`src/flash_host_pkg.sv`:
```
// Constants for the parallel flash host-side command sequencer
// Function
// RULE1: Commands use fifteen address bits, low byte
// RULE2: Program is four writes, then target word; the sequencer sends three command writes, then the target word
// RULE3: Chip erase is six writes ending 10
// RULE4: Main erase is six writes ending 30
// RULE5: Lockout set ends 40, then wait one second
// RULE6: ID entry three writes, wait 20 us
// RULE7: ID exit three writes, wait 20 us
// RULE8: Device also exits on single F0 write
// RULE9: ID read gives maker or part code
// RULE10: Lockout read gives FF set, FE clear
// RULE11: ID mode lost over power cycle
// RULE12: Device reads array after ID exit
// RULE13: Elevated sense line gives pin-level ID
// RULE14: Device drives data only when selected, gated
// RULE15: Device ignores writes unless strobed properly
// RULE16: Poll bit complemented until operation done
// RULE17: Toggle bit flips each read while busy
// RULE18: Wrong step abandons partial command sequence
// RULE19: Lockout protects boot region from changes
// RULE20: No new commands while operation runs
package flash_host_pkg;
    localparam int ADDR_W = 16;
    localparam int DATA_W = 16;
    localparam logic [14:0] UNLOCK_ADDR1 = 15'h5555;
    localparam logic [14:0] UNLOCK_ADDR2 = 15'h2aaa;
    localparam logic [7:0] UNLOCK_DATA1 = 8'haa;
    localparam logic [7:0] UNLOCK_DATA2 = 8'h55;
    localparam logic [7:0] CMD_PROGRAM = 8'ha0;
    localparam logic [7:0] CMD_ERASE_SETUP = 8'h80;
    localparam logic [7:0] CMD_CHIP_ERASE = 8'h10;
    localparam logic [7:0] CMD_MAIN_ERASE = 8'h30;
    localparam logic [7:0] CMD_LOCKOUT = 8'h40;
    localparam logic [7:0] CMD_ID_ENTRY = 8'h90;
    localparam logic [7:0] CMD_ID_EXIT = 8'hf0;
    localparam int POLL_BIT = 7;
    localparam int TOGGLE_BIT = 6;
    localparam int CLK_MHZ = 250;
    localparam int ID_PAUSE_US = 20;
    localparam int LOCKOUT_PAUSE_MS = 1000;
    localparam int ID_PAUSE_CYCLES = ID_PAUSE_US * CLK_MHZ;
    localparam int LOCKOUT_PAUSE_CYCLES = LOCKOUT_PAUSE_MS * 1000 * CLK_MHZ;
    // Bus cycle phase lengths in ns, then in clocks rounded up
    localparam int STROBE_NS = 200;
    localparam int READ_NS = 120;
    localparam int SETUP_NS = 100;
    localparam int STROBE_CYCLES = (STROBE_NS * CLK_MHZ + 999) / 1000;
    localparam int READ_CYCLES = (READ_NS * CLK_MHZ + 999) / 1000;
    localparam int SETUP_CYCLES = (SETUP_NS * CLK_MHZ + 999) / 1000;
    typedef enum logic [2:0]
    {
        OP_PROGRAM,
        OP_CHIP_ERASE,
        OP_MAIN_ERASE,
        OP_LOCKOUT,
        OP_ID_ENTRY,
        OP_ID_EXIT,
        OP_ID_EXIT_SHORT,
        OP_READ
    } op_t;
endpackage

```
`src/flash_bus_cycle.sv`:
```
// One asynchronous write or read cycle on the flash pins
`timescale 1ns/100ps
`default_nettype none
module flash_bus_cycle
(
    input wire logic sys_clk,
    input wire logic nrst,
    input wire logic start,
    input wire logic is_write,
    input wire logic [flash_host_pkg::ADDR_W-1:0] addr,
    input wire logic [flash_host_pkg::DATA_W-1:0] wdata,
    output logic done,
    output logic [flash_host_pkg::DATA_W-1:0] rdata,
    output logic [flash_host_pkg::ADDR_W-1:0] address_pins,
    output logic [flash_host_pkg::DATA_W-1:0] data_pins_out,
    output logic data_pins_oe,
    input wire logic [flash_host_pkg::DATA_W-1:0] data_pins_in,
    output logic chip_select_n,
    output logic output_gate_n,
    output logic write_strobe_n
);
    typedef enum logic [1:0] {C_IDLE, C_SETUP, C_STROBE, C_HOLD} cyc_t;
    localparam logic [7:0] SETUP_LEN = 8'(flash_host_pkg::SETUP_CYCLES);
    localparam logic [7:0] STROBE_LEN = 8'(flash_host_pkg::STROBE_CYCLES);
    localparam logic [7:0] READ_LEN = 8'(flash_host_pkg::READ_CYCLES);
    cyc_t state, next_state;
    logic [7:0] cnt, next_cnt;
    logic wr, next_wr;
    logic [flash_host_pkg::ADDR_W-1:0] next_address_pins;
    logic [flash_host_pkg::DATA_W-1:0] next_data_pins_out, next_rdata;
    logic next_oe, next_cs_n, next_og_n, next_ws_n, next_done;

    // ----
    // Cycle sequencing
    // ----
    always_comb
    begin
        next_state = state;
        next_cnt = cnt;
        next_wr = wr;
        next_address_pins = address_pins;
        next_data_pins_out = data_pins_out;
        next_rdata = rdata;
        next_oe = data_pins_oe;
        next_cs_n = chip_select_n;
        next_og_n = output_gate_n;
        next_ws_n = write_strobe_n;
        next_done = 1'b0;
        case (state)
            C_IDLE:
            begin
                if (start)
                begin
                    next_wr = is_write;
                    next_address_pins = addr;
                    next_data_pins_out = wdata;
                    // Gate high through writes
                    next_oe = is_write; // RULE15
                    next_cs_n = 1'b0;
                    next_cnt = SETUP_LEN;
                    next_state = C_SETUP;
                end
            end
            C_SETUP:
            begin
                if (cnt == 8'h00)
                begin
                    if (wr)
                        next_ws_n = 1'b0; // RULE15
                    else
                        next_og_n = 1'b0; // RULE14
                    next_cnt = wr ? STROBE_LEN : READ_LEN;
                    next_state = C_STROBE;
                end
                else
                    next_cnt = cnt - 8'h01;
            end
            C_STROBE:
            begin
                if (cnt == 8'h00)
                begin
                    next_rdata = data_pins_in;
                    next_ws_n = 1'b1;
                    next_og_n = 1'b1;
                    next_cnt = SETUP_LEN;
                    next_state = C_HOLD;
                end
                else
                    next_cnt = cnt - 8'h01;
            end
            C_HOLD:
            begin
                // Hold data past strobe edge
                if (cnt == 8'h00)
                begin
                    next_cs_n = 1'b1;
                    next_oe = 1'b0;
                    next_done = 1'b1;
                    next_state = C_IDLE;
                end
                else
                    next_cnt = cnt - 8'h01;
            end
            default:
                next_state = C_IDLE;
        endcase
    end

    always_ff @(posedge sys_clk or negedge nrst)
    begin
        if (!nrst)
        begin
            state <= C_IDLE;
            cnt <= 8'h00;
            wr <= 1'b0;
            address_pins <= '0;
            data_pins_out <= '0;
            rdata <= '0;
            data_pins_oe <= 1'b0;
            chip_select_n <= 1'b1;
            output_gate_n <= 1'b1;
            write_strobe_n <= 1'b1;
            done <= 1'b0;
        end
        else
        begin
            state <= next_state;
            cnt <= next_cnt;
            wr <= next_wr;
            address_pins <= next_address_pins;
            data_pins_out <= next_data_pins_out;
            rdata <= next_rdata;
            data_pins_oe <= next_oe;
            chip_select_n <= next_cs_n;
            output_gate_n <= next_og_n;
            write_strobe_n <= next_ws_n;
            done <= next_done;
        end
    end
endmodule
`default_nettype wire

```
`src/flash_command_host.sv`:
```
// Host-side sequencer that issues flash command sequences and polls completion
`timescale 1ns/100ps
`default_nettype none
module flash_command_host
#(
    parameter int ID_PAUSE = flash_host_pkg::ID_PAUSE_CYCLES,
    parameter int LOCKOUT_PAUSE = flash_host_pkg::LOCKOUT_PAUSE_CYCLES
)
(
    input wire logic sys_clk,
    input wire logic nrst,
    input wire logic cmd_valid,
    output logic cmd_ready,
    input wire logic [2:0] cmd_op,
    input wire logic [flash_host_pkg::ADDR_W-1:0] cmd_addr,
    input wire logic [flash_host_pkg::DATA_W-1:0] cmd_data,
    output logic rsp_valid,
    output logic [flash_host_pkg::DATA_W-1:0] rsp_data,
    output logic [flash_host_pkg::ADDR_W-1:0] address_pins,
    output logic [flash_host_pkg::DATA_W-1:0] data_pins_out,
    output logic data_pins_oe,
    input wire logic [flash_host_pkg::DATA_W-1:0] data_pins_in,
    output logic chip_select_n,
    output logic output_gate_n,
    output logic write_strobe_n,
    output logic id_sense_line_elevate
);
    typedef enum logic [2:0] {S_IDLE, S_ISSUE, S_WAIT, S_POLL, S_PAUSE, S_READ} seq_t;
    seq_t state, next_state;
    flash_host_pkg::op_t op, next_op;
    logic [2:0] step, next_step;
    logic [31:0] pause, next_pause;
    logic [flash_host_pkg::ADDR_W-1:0] t_addr, next_t_addr;
    logic [flash_host_pkg::DATA_W-1:0] t_data, next_t_data;
    logic [flash_host_pkg::DATA_W-1:0] last_rd, next_last_rd, next_rsp_data;
    logic have_rd, next_have_rd, next_rsp_valid;
    logic bc_start, bc_write, bc_done;
    logic [flash_host_pkg::ADDR_W-1:0] bc_addr;
    logic [flash_host_pkg::DATA_W-1:0] bc_data, bc_rdata;

    // ----
    // Command step table
    // ----
    // Upper data byte unused, driven zero
    function automatic logic [31:0] step_word(input flash_host_pkg::op_t o, input logic [2:0] s);
        logic [7:0] d;
        logic [14:0] a;
        d = flash_host_pkg::UNLOCK_DATA1;
        a = flash_host_pkg::UNLOCK_ADDR1;
        if (s == 3'h1 || s == 3'h4)
        begin
            a = flash_host_pkg::UNLOCK_ADDR2;
            d = flash_host_pkg::UNLOCK_DATA2;
        end
        else if (s == 3'h2)
        begin
            case (o)
                flash_host_pkg::OP_PROGRAM: d = flash_host_pkg::CMD_PROGRAM; // RULE2
                flash_host_pkg::OP_ID_ENTRY: d = flash_host_pkg::CMD_ID_ENTRY; // RULE6
                flash_host_pkg::OP_ID_EXIT: d = flash_host_pkg::CMD_ID_EXIT; // RULE7
                default: d = flash_host_pkg::CMD_ERASE_SETUP;
            endcase
        end
        else if (s == 3'h5)
        begin
            case (o)
                flash_host_pkg::OP_CHIP_ERASE: d = flash_host_pkg::CMD_CHIP_ERASE; // RULE3
                flash_host_pkg::OP_MAIN_ERASE: d = flash_host_pkg::CMD_MAIN_ERASE; // RULE4
                default: d = flash_host_pkg::CMD_LOCKOUT; // RULE5
            endcase
        end
        step_word = {1'b0, a, 8'h00, d}; // RULE1
    endfunction

    function automatic logic [2:0] last_step(input flash_host_pkg::op_t o);
        case (o)
            flash_host_pkg::OP_PROGRAM: last_step = 3'h3;
            flash_host_pkg::OP_ID_ENTRY, flash_host_pkg::OP_ID_EXIT: last_step = 3'h2;
            flash_host_pkg::OP_ID_EXIT_SHORT, flash_host_pkg::OP_READ: last_step = 3'h0;
            default: last_step = 3'h5;
        endcase
    endfunction

    logic [31:0] sw;
    always_comb
    begin
        sw = step_word(op, step);
        bc_addr = sw[31:16];
        bc_data = sw[15:0];
        bc_write = 1'b1;
        if (op == flash_host_pkg::OP_READ || state == S_POLL)
        begin
            bc_addr = t_addr;
            bc_write = 1'b0;
        end
        else if (op == flash_host_pkg::OP_PROGRAM && step == 3'h3)
        begin
            bc_addr = t_addr; // RULE2
            bc_data = t_data;
        end
        else if (op == flash_host_pkg::OP_ID_EXIT_SHORT)
            bc_data = {8'h00, flash_host_pkg::CMD_ID_EXIT}; // RULE8
    end

    assign cmd_ready = (state == S_IDLE);
    assign bc_start = (state == S_ISSUE) || (state == S_POLL && !bc_done);

    // ----
    // Sequencer
    // ----
    always_comb
    begin
        next_state = state;
        next_op = op;
        next_step = step;
        next_pause = pause;
        next_t_addr = t_addr;
        next_t_data = t_data;
        next_last_rd = last_rd;
        next_have_rd = have_rd;
        next_rsp_valid = 1'b0;
        next_rsp_data = rsp_data;
        case (state)
            S_IDLE:
            begin
                // Busy until previous operation ends
                if (cmd_valid) // RULE20
                begin
                    next_op = flash_host_pkg::op_t'(cmd_op);
                    next_t_addr = cmd_addr;
                    next_t_data = cmd_data;
                    next_step = 3'h0;
                    next_state = S_ISSUE;
                end
            end
            S_ISSUE:
                next_state = S_WAIT;
            S_WAIT:
            begin
                if (bc_done)
                begin
                    if (op == flash_host_pkg::OP_READ)
                    begin
                        next_rsp_data = bc_rdata;
                        next_rsp_valid = 1'b1;
                        next_state = S_IDLE;
                    end
                    else if (step != last_step(op))
                    begin
                        next_step = step + 3'h1;
                        next_state = S_ISSUE;
                    end
                    else
                    begin
                        next_have_rd = 1'b0;
                        next_pause = 32'h0000_0000;
                        case (op)
                            flash_host_pkg::OP_PROGRAM, flash_host_pkg::OP_CHIP_ERASE,
                            flash_host_pkg::OP_MAIN_ERASE:
                                next_state = S_POLL;
                            flash_host_pkg::OP_LOCKOUT:
                            begin
                                next_pause = 32'(LOCKOUT_PAUSE); // RULE5
                                next_state = S_PAUSE;
                            end
                            default:
                            begin
                                next_pause = 32'(ID_PAUSE); // RULE6 RULE7
                                next_state = S_PAUSE;
                            end
                        endcase
                    end
                end
            end
            S_POLL:
            begin
                // Done when two reads agree on toggle
                if (bc_done)
                begin
                    next_last_rd = bc_rdata;
                    next_have_rd = 1'b1;
                    if (have_rd && bc_rdata[flash_host_pkg::TOGGLE_BIT] ==
                        last_rd[flash_host_pkg::TOGGLE_BIT]) // RULE17
                    begin
                        next_rsp_data = bc_rdata;
                        next_rsp_valid = 1'b1;
                        next_state = S_IDLE;
                    end
                end
            end
            S_PAUSE:
            begin
                if (pause <= 32'h0000_0001)
                begin
                    next_rsp_valid = 1'b1;
                    next_rsp_data = '0;
                    next_state = S_IDLE;
                end
                else
                    next_pause = pause - 32'h0000_0001;
            end
            default:
                next_state = S_IDLE;
        endcase
    end

    always_ff @(posedge sys_clk or negedge nrst)
    begin
        if (!nrst)
        begin
            state <= S_IDLE;
            op <= flash_host_pkg::OP_READ;
            step <= 3'h0;
            pause <= 32'h0000_0000;
            t_addr <= '0;
            t_data <= '0;
            last_rd <= '0;
            have_rd <= 1'b0;
            rsp_valid <= 1'b0;
            rsp_data <= '0;
        end
        else
        begin
            state <= next_state;
            op <= next_op;
            step <= next_step;
            pause <= next_pause;
            t_addr <= next_t_addr;
            t_data <= next_t_data;
            last_rd <= next_last_rd;
            have_rd <= next_have_rd;
            rsp_valid <= next_rsp_valid;
            rsp_data <= next_rsp_data;
        end
    end

    // Pin-level identification unused
    assign id_sense_line_elevate = 1'b0; // RULE13

    flash_bus_cycle u_cycle
    (
        .sys_clk(sys_clk),
        .nrst(nrst),
        .start(bc_start && state != S_WAIT),
        .is_write(bc_write),
        .addr(bc_addr),
        .wdata(bc_data),
        .done(bc_done),
        .rdata(bc_rdata),
        .address_pins(address_pins),
        .data_pins_out(data_pins_out),
        .data_pins_oe(data_pins_oe),
        .data_pins_in(data_pins_in),
        .chip_select_n(chip_select_n),
        .output_gate_n(output_gate_n),
        .write_strobe_n(write_strobe_n)
    );
endmodule
`default_nettype wire

```
`config.mk`:
```
export PLATFORM = sky130hd
export DESIGN_NAME = flash_command_host
export DESIGN_NICKNAME = d
export VERILOG_FILES = /design/src/flash_host_pkg.sv /design/src/flash_bus_cycle.sv /design/src/flash_command_host.sv
export SDC_FILE = /design/constraint.sdc
export NUM_CORES = 1
export LEC_CHECK = 0
export BUFFER_PORTS_ARGS = -buffer_cell sky130_fd_sc_hd__buf_4
export CAP_MARGIN = 30
export CORE_MARGIN = 5
export CORE_UTILIZATION = 57
export CTS_BUF_LIST = sky130_fd_sc_hd__clkbuf_16
export DETAILED_ROUTE_END_ITERATION = 7
export GPL_TIMING_DRIVEN = 0
export PLACE_DENSITY = 0.79
export SLEW_MARGIN = 20
export SYNTH_ARGS = -nofsm -noshare
export SYNTH_HDL_FRONTEND = slang
export SYNTH_SLANG_ARGS = --single-unit
```
`constraint.sdc`:
```
create_clock -name sys_clk -period 2.59 [get_ports sys_clk]
set_input_delay 0.518 -clock sys_clk [delete_from_list [all_inputs] [get_ports sys_clk]]
set_output_delay 0.518 -clock sys_clk [all_outputs]
set_load 0.005 [all_outputs]
```
==> out/results.tsv <==
stage	metric	value	unit
critical_path	WP data arrival	2860	ps
sta	max-slew violation count	0	
critical_path	crit-path max FO	10	
run	max-cap violations	0	
placed_design	pre-CTS WS	-25.6	ps
critical_path	WS Path Type	reg2reg	
cells_and_area	Final Util	0.709	
clocking	CTS tree	built	
synth	Post-synth EDFFs	0	
synth	sequential element share of the synthesized area	0.511	
cells_and_area	area of the multi-input gates	3460	um2
sta	worst-margin pin slew	671	ps
synth	top_reg_cell synth	dfrtp_1	
global_routing	number of global-route vias before repair	6559	
power	cell leakage power	0.00461	uW
critical_path	worst path bufs/invs	2	
synth	Yosys top cell by area	dfrtp_1	
cells_and_area	Area Overhead vs Synth	22.2	%
die	Die Y	126	um
route	vias per cell	5.94	
power	maximum vdd drop	449	uV
sta	Hold Violations, Final	0	
sta	Slew headroom	0.552	
sta	WHS	22.0	ps
die	Core ar.	13200	um2
cells_and_area	fraction of final layout cells sized beyond drive strength 1	0.253	
placed_design	post-DP HPWL	13.3	mm
global_routing	Total GRT Usage	0.245	
route	average routed wire per standard cell	17.6	um
clocking	worst skew pair latency	430	ps
clocking	clock sinks	156	
clocking	number of H-tree levels	4	
worst_hold_path	worst min-delay path category	in2async	
critical_path	slowest stage cell, crit path	nor4_4	
global_routing	initial antenna violation count	0	
synth	top cell type's share of synthesized area	0.491	
clocking	clk buf depth	2	
synth	Synth area leaders	dfrtp_1 49%, mux2_2 7.5%, o21ai_0 4.6%	
placed_design	Port Buffers	107	
clocking	Clk pin slew, worst setup/hold paths	60	ps
global_routing	largest net degree at the start of global routing	92	
clocking	CTS Buf Count	17	
route	1st-iter DRT viols	623	
critical_path	Worst EP required	2940	ps
global_routing	met1 usage	0.305	
synth	synthesized instance count	757	
synth	Yosys reg bits	156	
cells_and_area	Nets	954	
die	# rows	42	
synth	Warnings, synthesis	0	
synth	syn nets	824	
global_routing	Overflow after GRT	0	
cells_and_area	commonest cells after routing, fill and taps aside	150 x dfrtp_1, 110 x buf_4, 71 x o21ai_0	
route	Final ANT Viol Nets	0	
clocking	clock root buffer	clkbuf_16	
sta	Max Clk Rate	398	MHz
clocking	post-cts hold buffer count	0	
cells_and_area	area occupied by registers	3910	um2
die	io pins	109	
global_routing	Most Used Layer, Global Route	met2	
critical_path	crit path capture type	flip-flop	
global_routing	met2 track demand over resource	0.410	
global_routing	met3 Use GR	0.0779	
sta	final setup violating endpoints	0	
synth	FFs w/ async S/R, synth	1.00	
power	Design Power	5030	uW
route	Remaining DRCs	0	
cells_and_area	commonest non-fill, non-tap cell in the layout	dfrtp_1	
sta	post-route clock period utilization	0.970	
sta	final worst slack	77.0	ps
synth	Syn Std Cell Area	7650	um2
synth	Distinct cells, synth	67	
sta	clock period minus worst slack	2510	ps
route	drt total wl	19.0	mm
route	via count	6394	
critical_path	Startpoint Class	flip-flop	
placed_design	GP Congestion	0.882	
sta	Final Skew	7.51	ps
critical_path	worst path cell trace	nor4_4, nand4b_1, or2_1, clkbuf_1, nor3_2, a21oi_4, buf_6, mux2i_1	
sta	RSZ-0062 raised after global routing	false	
cells_and_area	Antenna Cells	0	
die	die width	126	um
die	die area	15800	um2
critical_path	CP peak stage delay	440	ps
cells_and_area	FILL cells	972	
placed_design	Placed Cells	1042	
global_routing	first-pass GRT wire length	31.9	mm
outcome	status	completed	
die	Starting Density	0.580	
synth	syn_area_per_cell	10.1	um2
cells_and_area	Layout Cells excl Fill	1076	
route	TritonRoute pass-1 iters	6	
critical_path	delay-heaviest family, CP	simple AND/OR/NAND/NOR gates	
power	PD cells	538	nW/um2
## metrics by stage
stage / setup TNS (ps) / instance area (um2)
2_1_floorplan: 0 / 7650
3_3_place_gp: 0 / 8670
3_5_place_dp: -25.6 / 8710
4_1_cts: 0 / 9290
5_1_grt: 0 / 9350
6_report: 0 / 9350
## path summary, 6_finish.rpt
check                                        start                      end  slack, ps  depth (start not counted)
max                                       pause[6]              rsp_data[0]         80                          8
min                                           nrst           u_cycle.cnt[7]         20                          1
max reg2reg                               pause[6]              rsp_data[0]         80                          8
min reg2reg                u_cycle.address_pins[6]  u_cycle.address_pins[6]        490                          2
max in group asynchronous                     nrst                    op[0]       1760                          2
min in group sys_clk               data_pins_in[0]         u_cycle.rdata[0]        310                          2
## state kept, by name (all words and copies together) (netlist names), 2 cells and up
name,cells
pause,32
rsp_data,16
t_addr,16
t_data,16
u_cycle.address_pins,16
u_cycle.data_pins_out,16
u_cycle.rdata,16
u_cycle.cnt,8
op,3
state,3
step,3
u_cycle.state,2
## cell families (layout without fill, tap and decap cells)
group | after synthesis | count (layout) | share of synthesized area
flops | 156 | 156 | 0.511
fa+ha+maj | 13 | 13 | 0.0213
compound gates | 194 | 194 | 0.157
buf+inv | 76 | 219 | 0.0414
xor+xnor | 11 | 11 | 0.0126
mux | 69 | 69 | 0.0986
simple gates | 237 | 237 | 0.158
other cells | 1 | 1 | 0.000490
## area by class of cell
type	instances	share of cell area
buffer	40	0.0201
clock buffer	17	0.0455
clock inverter	15	0.0158
inverter	35	0.0141
multi-input combinational	525	0.370
sequential	156	0.418
tap	176	0.0236
timing repair buffer	112	0.0926
## worst reg2reg max path, delay by kind of cell, from the launching register on
kind,cells,cell delay (ps)
AOI/OAI and AO/OA,1,140
buffers and inverters,2,360
and+or+nand+nor,4,1300
DFF,1,430
muxes,1,200
## synth_stat cells, drive strengths merged, types with 2 or more instances
library cell  number
nor3b              5
o31ai              4
and2               6
and3b              2
mux2              51
o2111ai            2
inv               35
nand3             10
a211o              2
nand4b             4
and3               6
nor4              11
a21boi             3
o211ai             2
a21oi             53
a211oi             3
o22ai             11
a221o              4
xor2               2
a31oi              9
a22o              10
o21ai             71
nor3              22
mux2i             18
xnor2              9
o41ai              2
dfstp              6
ha                13
clkbuf            32
a21o               4
nor2b              4
a31o               2
nand2             66
nor2              62
or4               10
o211a              2
a22oi              2
or3               14
nand2b             6
dfrtp            150
o22a               3
buf                9
or2                2
or3b               2
nand4              2
## per-layer routing
metal	up-vias	part of all wire
li1	2963	-
met1	3155	0.41
met2	240	0.51
met3	36	0.068
met4	0	0.018
met5	-	0
## power by group
part           switching, uW  internal (uW)  leakage, uW
logic                   66.2           68.8      0.00231
registers               6.73           2450      0.00201
clock network           1030           1410     0.000282
## what timing repair did
item | in CTS | in global routing
setup buffers | 0 | 3
pin swaps | 1 | 3
gates resized for setup | 1 | 16
setup endpoints to repair | 13 | 84
endpoints found under the hold margin | 0 | 0
(Power assumes the default switching activity.)
